**config.mk**
```make
export PLATFORM = sky130hd
export DESIGN_NAME = ara_accum
export DESIGN_NICKNAME = d
export VERILOG_FILES = /design/src/rtl/ara_pkg.sv /design/src/rtl/ara_format.sv /design/src/rtl/ara_accum.sv
export VERILOG_INCLUDE_DIRS = /design/src /design/src/rtl
export SDC_FILE = /design/constraint.sdc
export NUM_CORES = 1
export LEC_CHECK = 0
export ABC_AREA = 1
export BUFFER_PORTS_ARGS = -buffer_cell sky130_fd_sc_hd__clkbuf_2
export CORE_MARGIN = 5
export CORE_UTILIZATION = 64
export CTS_CLUSTER_DIAMETER = 200
export DETAILED_ROUTE_END_ITERATION = 8
export HOLD_SLACK_MARGIN = 0.12
export PLACE_DENSITY_LB_ADDON = 0.2
export SETUP_SLACK_MARGIN = 0.3
export SLEW_MARGIN = 20
export SYNTH_ARGS = -nofsm -noshare
export SYNTH_HDL_FRONTEND = slang
export SYNTH_HIERARCHICAL = 1
export SYNTH_SLANG_ARGS = --single-unit
```
**constraint.sdc**
```tcl
create_clock -name REF_CLK -period 8.2 [get_ports REF_CLK]
set_clock_uncertainty 0.05 [all_clocks]
set_input_delay 1.64 -clock REF_CLK [delete_from_list [all_inputs] [get_ports REF_CLK]]
set_output_delay 1.64 -clock REF_CLK [all_outputs]
set_load 0.02 [all_outputs]
```
**src/rtl/ara_map.svh**
```systemverilog
// Register offsets, field positions, reset values and timing values in ns of the
// result accumulator. Included by bare name; holds definitions only.
`ifndef ARA_MAP_SVH
`define ARA_MAP_SVH
`define ARA_OFF_CONFIG      8'hBC
`define ARA_OFF_RESULT_LOW  8'hBD
`define ARA_OFF_RESULT_HIGH 8'hBE
`define ARA_OFF_CONTROL     8'hE8
`define ARA_OFF_IRQ_STATUS  8'hC0
`define ARA_OFF_IRQ_CLEAR   8'hC1
`define ARA_OFF_IRQ_ENABLE  8'hC2
`define ARA_CFG_DIV_MSB     7
`define ARA_CFG_DIV_LSB     3
`define ARA_CFG_RPT_MSB     2
`define ARA_CFG_RPT_LSB     1
`define ARA_CFG_GAIN_BIT    0
`define ARA_CTL_BURST_BIT   6
`define ARA_CTL_DONE_BIT    5
`define ARA_CTL_BUSY_BIT    4
`define ARA_CTL_WIN_BIT     3
`define ARA_CTL_LJST_BIT    2
`define ARA_IRQ_DONE_BIT    0
`define ARA_IRQ_WIN_BIT     1
`define ARA_CONFIG_RESET    8'hF8
`define ARA_CONTROL_RESET   8'h00
`define ARA_RESULT_RESET    8'h00
`define ARA_BURST_GAP_NS    100
`define ARA_CLK_PERIOD_NS   10
`endif

```
**src/rtl/ara_pkg.sv**
```systemverilog
// Types shared by the result accumulator files.
// Assumes the map header supplies all numeric constants.
package ara_pkg;
    typedef enum logic [1:0] {
        ARA_RPT_1  = 2'h0,
        ARA_RPT_4  = 2'h1,
        ARA_RPT_8  = 2'h2,
        ARA_RPT_16 = 2'h3
    } ara_rpt_type;

    typedef enum logic [2:0] {
        ARA_ST_IDLE = 3'h1,
        ARA_ST_WAIT = 3'h2,
        ARA_ST_GAP  = 3'h4
    } ara_state_type;
endpackage : ara_pkg

```
**src/rtl/ara_format.sv**
```systemverilog
// Result formatter: maps the accumulated sum onto the high and low data bytes.
// Assumes a 16-bit sum and a justification select from the same clock domain.
`timescale 1ns/1ps
module ara_format (
    input  wire logic [15:0]         sum,
    input  wire ara_pkg::ara_rpt_type rpt,
    input  wire logic                ljst,
    output logic      [7:0]          res_high,
    output logic      [7:0]          res_low
);
    import ara_pkg::*;

    always_comb begin
        if (ljst) begin
            res_high = sum[11:4];
            res_low  = {sum[3:0], 4'h0};
        end else begin
            res_low = sum[7:0];
            case (rpt)
                ARA_RPT_1:  res_high = {4'h0, sum[11:8]};
                ARA_RPT_4:  res_high = {3'h0, sum[13:9]};
                ARA_RPT_8:  res_high = {2'h0, sum[14:9]};
                ARA_RPT_16: res_high = sum[15:8];
                default:    res_high = sum[15:8];
            endcase
        end
    end
endmodule : ara_format

```
**src/rtl/ara_accum.sv**
```systemverilog
// Result accumulator: repeat counting, burst sequencing, summing, result
// registers, interrupt flags and the register port.
// Assumes conversion results arrive with a one-cycle done pulse on REF_CLK and
// that start requests are already synchronous to REF_CLK.
`timescale 1ns/1ps
`include "ara_map.svh"
module ara_accum #(
    parameter int RESULT_WIDTH = 12
) (
    input  wire logic        REF_CLK,
    input  wire logic        RSTN,
    input  wire logic [7:0]  ADDR,
    input  wire logic [7:0]  WDATA,
    input  wire logic        WR_STB,
    input  wire logic        RD_STB,
    output logic      [7:0]  RDATA,
    input  wire logic        CONV_START,
    output logic             CONV_TRIGGER,
    input  wire logic        CONV_DONE,
    input  wire logic [11:0] CONV_RESULT,
    input  wire logic        WINDOW_HIT,
    output logic             CONV_DONE_IRQ,
    output logic             WINDOW_CMP_IRQ,
    output logic             IRQ,
    output logic             BURST_MODE_EN,
    output logic             GAIN_PROGRAM_EN,
    output logic [4:0]       SAR_CLOCK_DIVIDER
);
    import ara_pkg::*;

    // ********************************************************************
    // Constants and elaboration check
    // ********************************************************************
    localparam int GAP_CYC_INT = `ARA_BURST_GAP_NS / `ARA_CLK_PERIOD_NS;
    localparam logic [3:0] GAP_CYC = (GAP_CYC_INT < 1) ? 4'h1 : 4'(GAP_CYC_INT);

    if (RESULT_WIDTH != 12) begin : g_width_check
        $error("ara_accum serves a 12-bit converter result only.");
    end

    // ********************************************************************
    // State
    // ********************************************************************
    logic [7:0]    cfg_reg,   cfg_next;
    logic [7:0]    ctl_reg,   ctl_next;
    logic [15:0]   sum_reg,   sum_next;
    logic [7:0]    high_reg,  high_next;
    logic [7:0]    low_reg,   low_next;
    logic [4:0]    cnt_reg,   cnt_next;
    logic [3:0]    gap_reg,   gap_next;
    ara_state_type st_reg,    st_next;
    logic          trig_reg,  trig_next;
    logic [1:0]    sts_reg,   sts_next;
    logic [1:0]    ien_reg,   ien_next;
    logic          irq_reg,   irq_next;
    logic [7:0]    rd_reg,    rd_next;
    logic [4:0]    target;
    logic [15:0]   sum_add;
    logic [7:0]    fmt_high;
    logic [7:0]    fmt_low;
    logic          seq_end;
    ara_rpt_type   rpt;
    logic          burst;
    logic          ljst;

    assign rpt   = ara_rpt_type'(cfg_reg[`ARA_CFG_RPT_MSB:`ARA_CFG_RPT_LSB]);
    assign burst = ctl_reg[`ARA_CTL_BURST_BIT];
    assign ljst  = ctl_reg[`ARA_CTL_LJST_BIT];

    // ********************************************************************
    // Repeat count decode
    // ********************************************************************
    always_comb begin
        case (rpt)
            ARA_RPT_1:  target = 5'h01;
            ARA_RPT_4:  target = 5'h04;
            ARA_RPT_8:  target = 5'h08;
            ARA_RPT_16: target = 5'h10;
            default:    target = 5'h01;
        endcase
    end

    // The first conversion of a sequence loads instead of adding.
    assign sum_add = ((cnt_reg == 5'h00) ? 16'h0000 : sum_reg)
                   + {4'h0, CONV_RESULT};
    assign seq_end = CONV_DONE && ((cnt_reg + 5'h01) == target);

    ara_format u_format (
        .sum      (sum_add),
        .rpt      (rpt),
        .ljst     (ljst),
        .res_high (fmt_high),
        .res_low  (fmt_low)
    );

    // ********************************************************************
    // Sequencer and accumulator
    // ********************************************************************
    always_comb begin
        st_next   = st_reg;
        cnt_next  = cnt_reg;
        sum_next  = sum_reg;
        gap_next  = gap_reg;
        trig_next = 1'b0;
        high_next = high_reg;
        low_next  = low_reg;
        case (st_reg)
            ARA_ST_IDLE: begin
                if (CONV_START) begin
                    trig_next = 1'b1;
                    st_next   = ARA_ST_WAIT;
                end
            end
            ARA_ST_WAIT: begin
                if (CONV_DONE) begin
                    sum_next = sum_add;
                    if (seq_end) begin
                        cnt_next  = 5'h00;
                        high_next = fmt_high;
                        low_next  = fmt_low;
                        st_next   = ARA_ST_IDLE;
                    end else begin
                        cnt_next = cnt_reg + 5'h01;
                        if (burst) begin
                            gap_next = GAP_CYC;
                            st_next  = ARA_ST_GAP;
                        end else begin
                            st_next = ARA_ST_IDLE;
                        end
                    end
                end
            end
            ARA_ST_GAP: begin
                // Self-timed restart; further start requests are ignored.
                if (gap_reg == 4'h1) begin
                    trig_next = 1'b1;
                    st_next   = ARA_ST_WAIT;
                end else begin
                    gap_next = gap_reg - 4'h1;
                end
            end
            default: begin
                st_next  = ARA_ST_IDLE;
                cnt_next = 5'h00;
            end
        endcase
        // Software writes to the data bytes land directly.
        if (WR_STB && ADDR == `ARA_OFF_RESULT_HIGH) begin
            high_next = WDATA;
        end
        if (WR_STB && ADDR == `ARA_OFF_RESULT_LOW) begin
            low_next = WDATA;
        end
    end

    // ********************************************************************
    // Registers, flags and read port
    // ********************************************************************
    always_comb begin
        cfg_next = cfg_reg;
        ctl_next = ctl_reg;
        sts_next = sts_reg;
        ien_next = ien_reg;
        if (WR_STB) begin
            case (ADDR)
                `ARA_OFF_CONFIG:     cfg_next = WDATA;
                `ARA_OFF_CONTROL:    ctl_next = WDATA;
                `ARA_OFF_IRQ_CLEAR:  sts_next = sts_reg & ~WDATA[1:0];
                `ARA_OFF_IRQ_ENABLE: ien_next = WDATA[1:0];
                default: ;
            endcase
        end
        // Hardware set wins over a clear in the same cycle.
        if (seq_end && st_reg == ARA_ST_WAIT) begin
            ctl_next[`ARA_CTL_DONE_BIT] = 1'b1;
            sts_next[`ARA_IRQ_DONE_BIT] = 1'b1;
            if (WINDOW_HIT) begin
                ctl_next[`ARA_CTL_WIN_BIT] = 1'b1;
                sts_next[`ARA_IRQ_WIN_BIT] = 1'b1;
            end
        end
        ctl_next[`ARA_CTL_BUSY_BIT] = (st_next != ARA_ST_IDLE);
        irq_next = |(sts_next & ien_next);
        rd_next  = 8'h00;
        if (RD_STB) begin
            case (ADDR)
                `ARA_OFF_CONFIG:      rd_next = cfg_reg;
                `ARA_OFF_CONTROL:     rd_next = ctl_reg;
                `ARA_OFF_RESULT_HIGH: rd_next = high_reg;
                `ARA_OFF_RESULT_LOW:  rd_next = low_reg;
                `ARA_OFF_IRQ_STATUS:  rd_next = {6'h00, sts_reg};
                `ARA_OFF_IRQ_ENABLE:  rd_next = {6'h00, ien_reg};
                default:              rd_next = 8'h00;
            endcase
        end
    end

    always_ff @(posedge REF_CLK or negedge RSTN) begin
        if (!RSTN) begin
            cfg_reg  <= `ARA_CONFIG_RESET;
            ctl_reg  <= `ARA_CONTROL_RESET;
            sum_reg  <= 16'h0000;
            high_reg <= `ARA_RESULT_RESET;
            low_reg  <= `ARA_RESULT_RESET;
            cnt_reg  <= 5'h00;
            gap_reg  <= 4'h0;
            st_reg   <= ARA_ST_IDLE;
            trig_reg <= 1'b0;
            sts_reg  <= 2'h0;
            ien_reg  <= 2'h0;
            irq_reg  <= 1'b0;
            rd_reg   <= 8'h00;
        end else begin
            cfg_reg  <= cfg_next;
            ctl_reg  <= ctl_next;
            sum_reg  <= sum_next;
            high_reg <= high_next;
            low_reg  <= low_next;
            cnt_reg  <= cnt_next;
            gap_reg  <= gap_next;
            st_reg   <= st_next;
            trig_reg <= trig_next;
            sts_reg  <= sts_next;
            ien_reg  <= ien_next;
            irq_reg  <= irq_next;
            rd_reg   <= rd_next;
        end
    end

    assign RDATA             = rd_reg;
    assign CONV_TRIGGER      = trig_reg;
    assign CONV_DONE_IRQ     = ctl_reg[`ARA_CTL_DONE_BIT];
    assign WINDOW_CMP_IRQ    = ctl_reg[`ARA_CTL_WIN_BIT];
    assign IRQ               = irq_reg;
    assign BURST_MODE_EN     = ctl_reg[`ARA_CTL_BURST_BIT];
    assign GAIN_PROGRAM_EN   = cfg_reg[`ARA_CFG_GAIN_BIT];
    assign SAR_CLOCK_DIVIDER = cfg_reg[`ARA_CFG_DIV_MSB:`ARA_CFG_DIV_LSB];
endmodule : ara_accum

```
==> reports/metrics.cfg <==
[run_status]
status = finished, final reports clean

[critical_path]
path_depth = 23
cp-start-kind = flop
worstSetupPathType = flop to flop
crit_family = simple AND/OR/NAND/NOR gates
slowest_delay_ps = 440
critPathSlowestCell = dfrtp_1
critical_path.max_fanout = 13
cp_common_cell = nand2_1
crit_required_ps = 8440
crit_arrival_ps = 3840
r2r_slack_ps = 4600
end_kind = flop
r2r_cells = 23
path_buf_inv = 4
path_cells = inv_1 -> ha_1 -> inv_1 -> nor2_1 -> nand2_1 -> inv_1 -> nor2_1 -> ha_1 -> fa_1 -> nand3_1 -> nand2_1 -> a21boi_0 -> o21ai_0 -> nand2_1 -> and2_1 -> inv_1 -> nand2_1 -> nand3_1 -> nand2_1 -> nand2_1 -> o21ai_1 -> nand2_1 -> nand2_1

[place]
dpl.cell_count = 826
place_ws_ps = 4400
place_congestion = 0.920
dp_hpwl_microns = 8930
portBuffers = 53
placed_area_sq_um = 5130

[pwr]
p_int_mw = 0.757
irDropWorstVdd_v = 0.000109
p_clk_share_pct = 30.9
p_sw_mw = 0.380
p_seq_share_pct = 43.3
switching_share_pct = 33.4
p_leak_nw = 2.86
p_per_area_nw_per_um2 = 211
total_power_mw = 1.14
p_comb_share_pct = 25.9

[worst_hold_path]
hold_path_depth = 2
hp-class = flop to flop

[clocking]
cts_tree = yes
root_buffer = clkbuf_8
clock-sinks = 74
cts_buffers = 9
cts_resized = 0
clk_path_buf_depth = 2
cts_hold_buf = 0
h-tree-depth = 3
clk_pin_slew_worst_paths_ps = 80
post_cts_buffers = 0
clk_latency_ps = 350

[sta]
tns_ps = 0
maxSlewViolCount = 0
layout_setup_ws_ps = 4600
slew_headroom_pct = 38.4
whs_ps = 434
rsz0062_at_grt = no
setup_viol = 0
period_share_pct = 43.9
fin_crit_ps = 3600
tightest_slew_ps = 923
fmax_mhz = 278
finalHoldViolCount = 0

[logic_synthesis]
synthCells = 692
ys.flop_type = dfrtp_1
ys_ff_latch = 74
synthArstFlopShare_pct = 100
syn_area_per_cell_sq_um = 7.07
yosysSeqAreaShare_pct = 38.0
synth-edff-count = 0
ys_warn_count = 6
syn_nets = 744
syn_area_sq_um = 4890
ys_types = 41

[routing]
drtIter0Drc = 297
drt-total-wl_microns = 11700
routed_via_density = 5.46
wl_per_cell_microns = 13.9
vias = 4596
drc = 0
ant_nets = 0
dr.pass1.iters = 5

[finish]
nNetsFinal = 790
final_common_cell = nand2_1
largest_register_ffs = 16
fin_area_sq_um = 5380
layout_common_cells = nand2_1 (213), inv_1 (95), dfrtp_1 (68), o21ai_0 (57), nand3_1 (56)
fillerInstances = 614
instances_no_fill = 842
area_growth_syn_to_layout_pct = 9.97
layout-drive-gt1-share_pct = 13.9
fin_util_pct = 73.4
antenna_cells = 0

[floorplanning]
rows = 31
die_area_sq_um = 9490
dieHeight_microns = 97.4
io_pins = 54
core_area_sq_um = 7330
initial_core_util_pct = 66.8
die_w_microns = 97.4

[grt]
track_usage_pct = 25.3
first_global_vias = 4370
grt_pass1_wl_microns = 19800
antenna_found_initial = 0
grt_overflow = 0
grt_max_degree = 75

[flow_run]
maxCapViolCount = 0

## power by group through the flow
stage          registers (mW)  clock network (mW)  logic (mW)
5_1_grt                 0.502               0.370       0.337
3_5_place_dp            0.498                   0       0.291
3_3_place_gp            0.495                   0       0.281
2_1_floorplan           0.493                   0       0.211
6_report                0.492               0.351       0.294
4_1_cts                 0.491               0.355       0.294
## area by class of cell
cell class	count	area [sq um]	share of cell area, %
timing repair buffer	54	273	5.07
inverter	100	375	6.98
sequential	74	1860	34.6
clock buffer	9	124	2.30
multi-input combinational	499	2500	46.5
tap	99	124	2.30
clock inverter	7	124	2.30
## tightest hold or removal path, cell delays in order, from the launching register on
cell and delay (ps):
dfrtp_1 360, nand2_1 50, nand2_1 50
## worst paths after layout
kind / from / end
max: cnt_reg[0]$_DFFE_PN0P_ / high_reg[0]$_DFFE_PN0P_
min: high_reg[1]$_DFFE_PN0P_ / high_reg[1]$_DFFE_PN0P_
max reg2reg: cnt_reg[0]$_DFFE_PN0P_ / high_reg[0]$_DFFE_PN0P_
min reg2reg: high_reg[1]$_DFFE_PN0P_ / high_reg[1]$_DFFE_PN0P_
max in group asynchronous: RSTN / sum_reg[9]$_DFFE_PN0P_
min in group asynchronous: RSTN / low_reg[1]$_DFFE_PN0P_
## layer usage
| metal | vias up | wire (microns) | global-route usage (%) |
|---|---|---|---|
| li1 | 2302 | - | - |
| met2 | 176 | 5450 | 41.2 |
| met1 | 2087 | 5040 | 31.8 |
| met5 | - | 0 | 0 |
| met3 | 31 | 831 | 4.95 |
| met4 | 0 | 412 | 13.0 |
## cells by family (layout without fill, tap and decap cells)
group / Yosys count / in the layout / share of synthesized area, %
compound gates: 106 / 106 / 11.9
xor+xnor: 10 / 10 / 1.79
fa+ha+maj: 17 / 17 / 4.50
buf+inv: 119 / 170 / 10.9
flops: 74 / 74 / 38.0
simple gates: 366 / 366 / 33.0
## synth_stat cells, drive strengths merged (3+ instances only)
cell type	n	area [sq um]
o22ai	9	56.3
nor3	7	46.3
o21ai	75	383
nand4	10	62.6
xnor2	3	26.3
a21oi	11	55.1
buf	16	135
clkbuf	3	21.3
a41oi	3	26.3
nor2	57	231
xor2	7	61.3
nand2	225	905
inv	100	375
and2	5	31.3
dfstp	6	158
ha	16	200
dfrtp	68	1700
nand3	59	318
No activity file was read; power rests on OpenSTA's default activity.
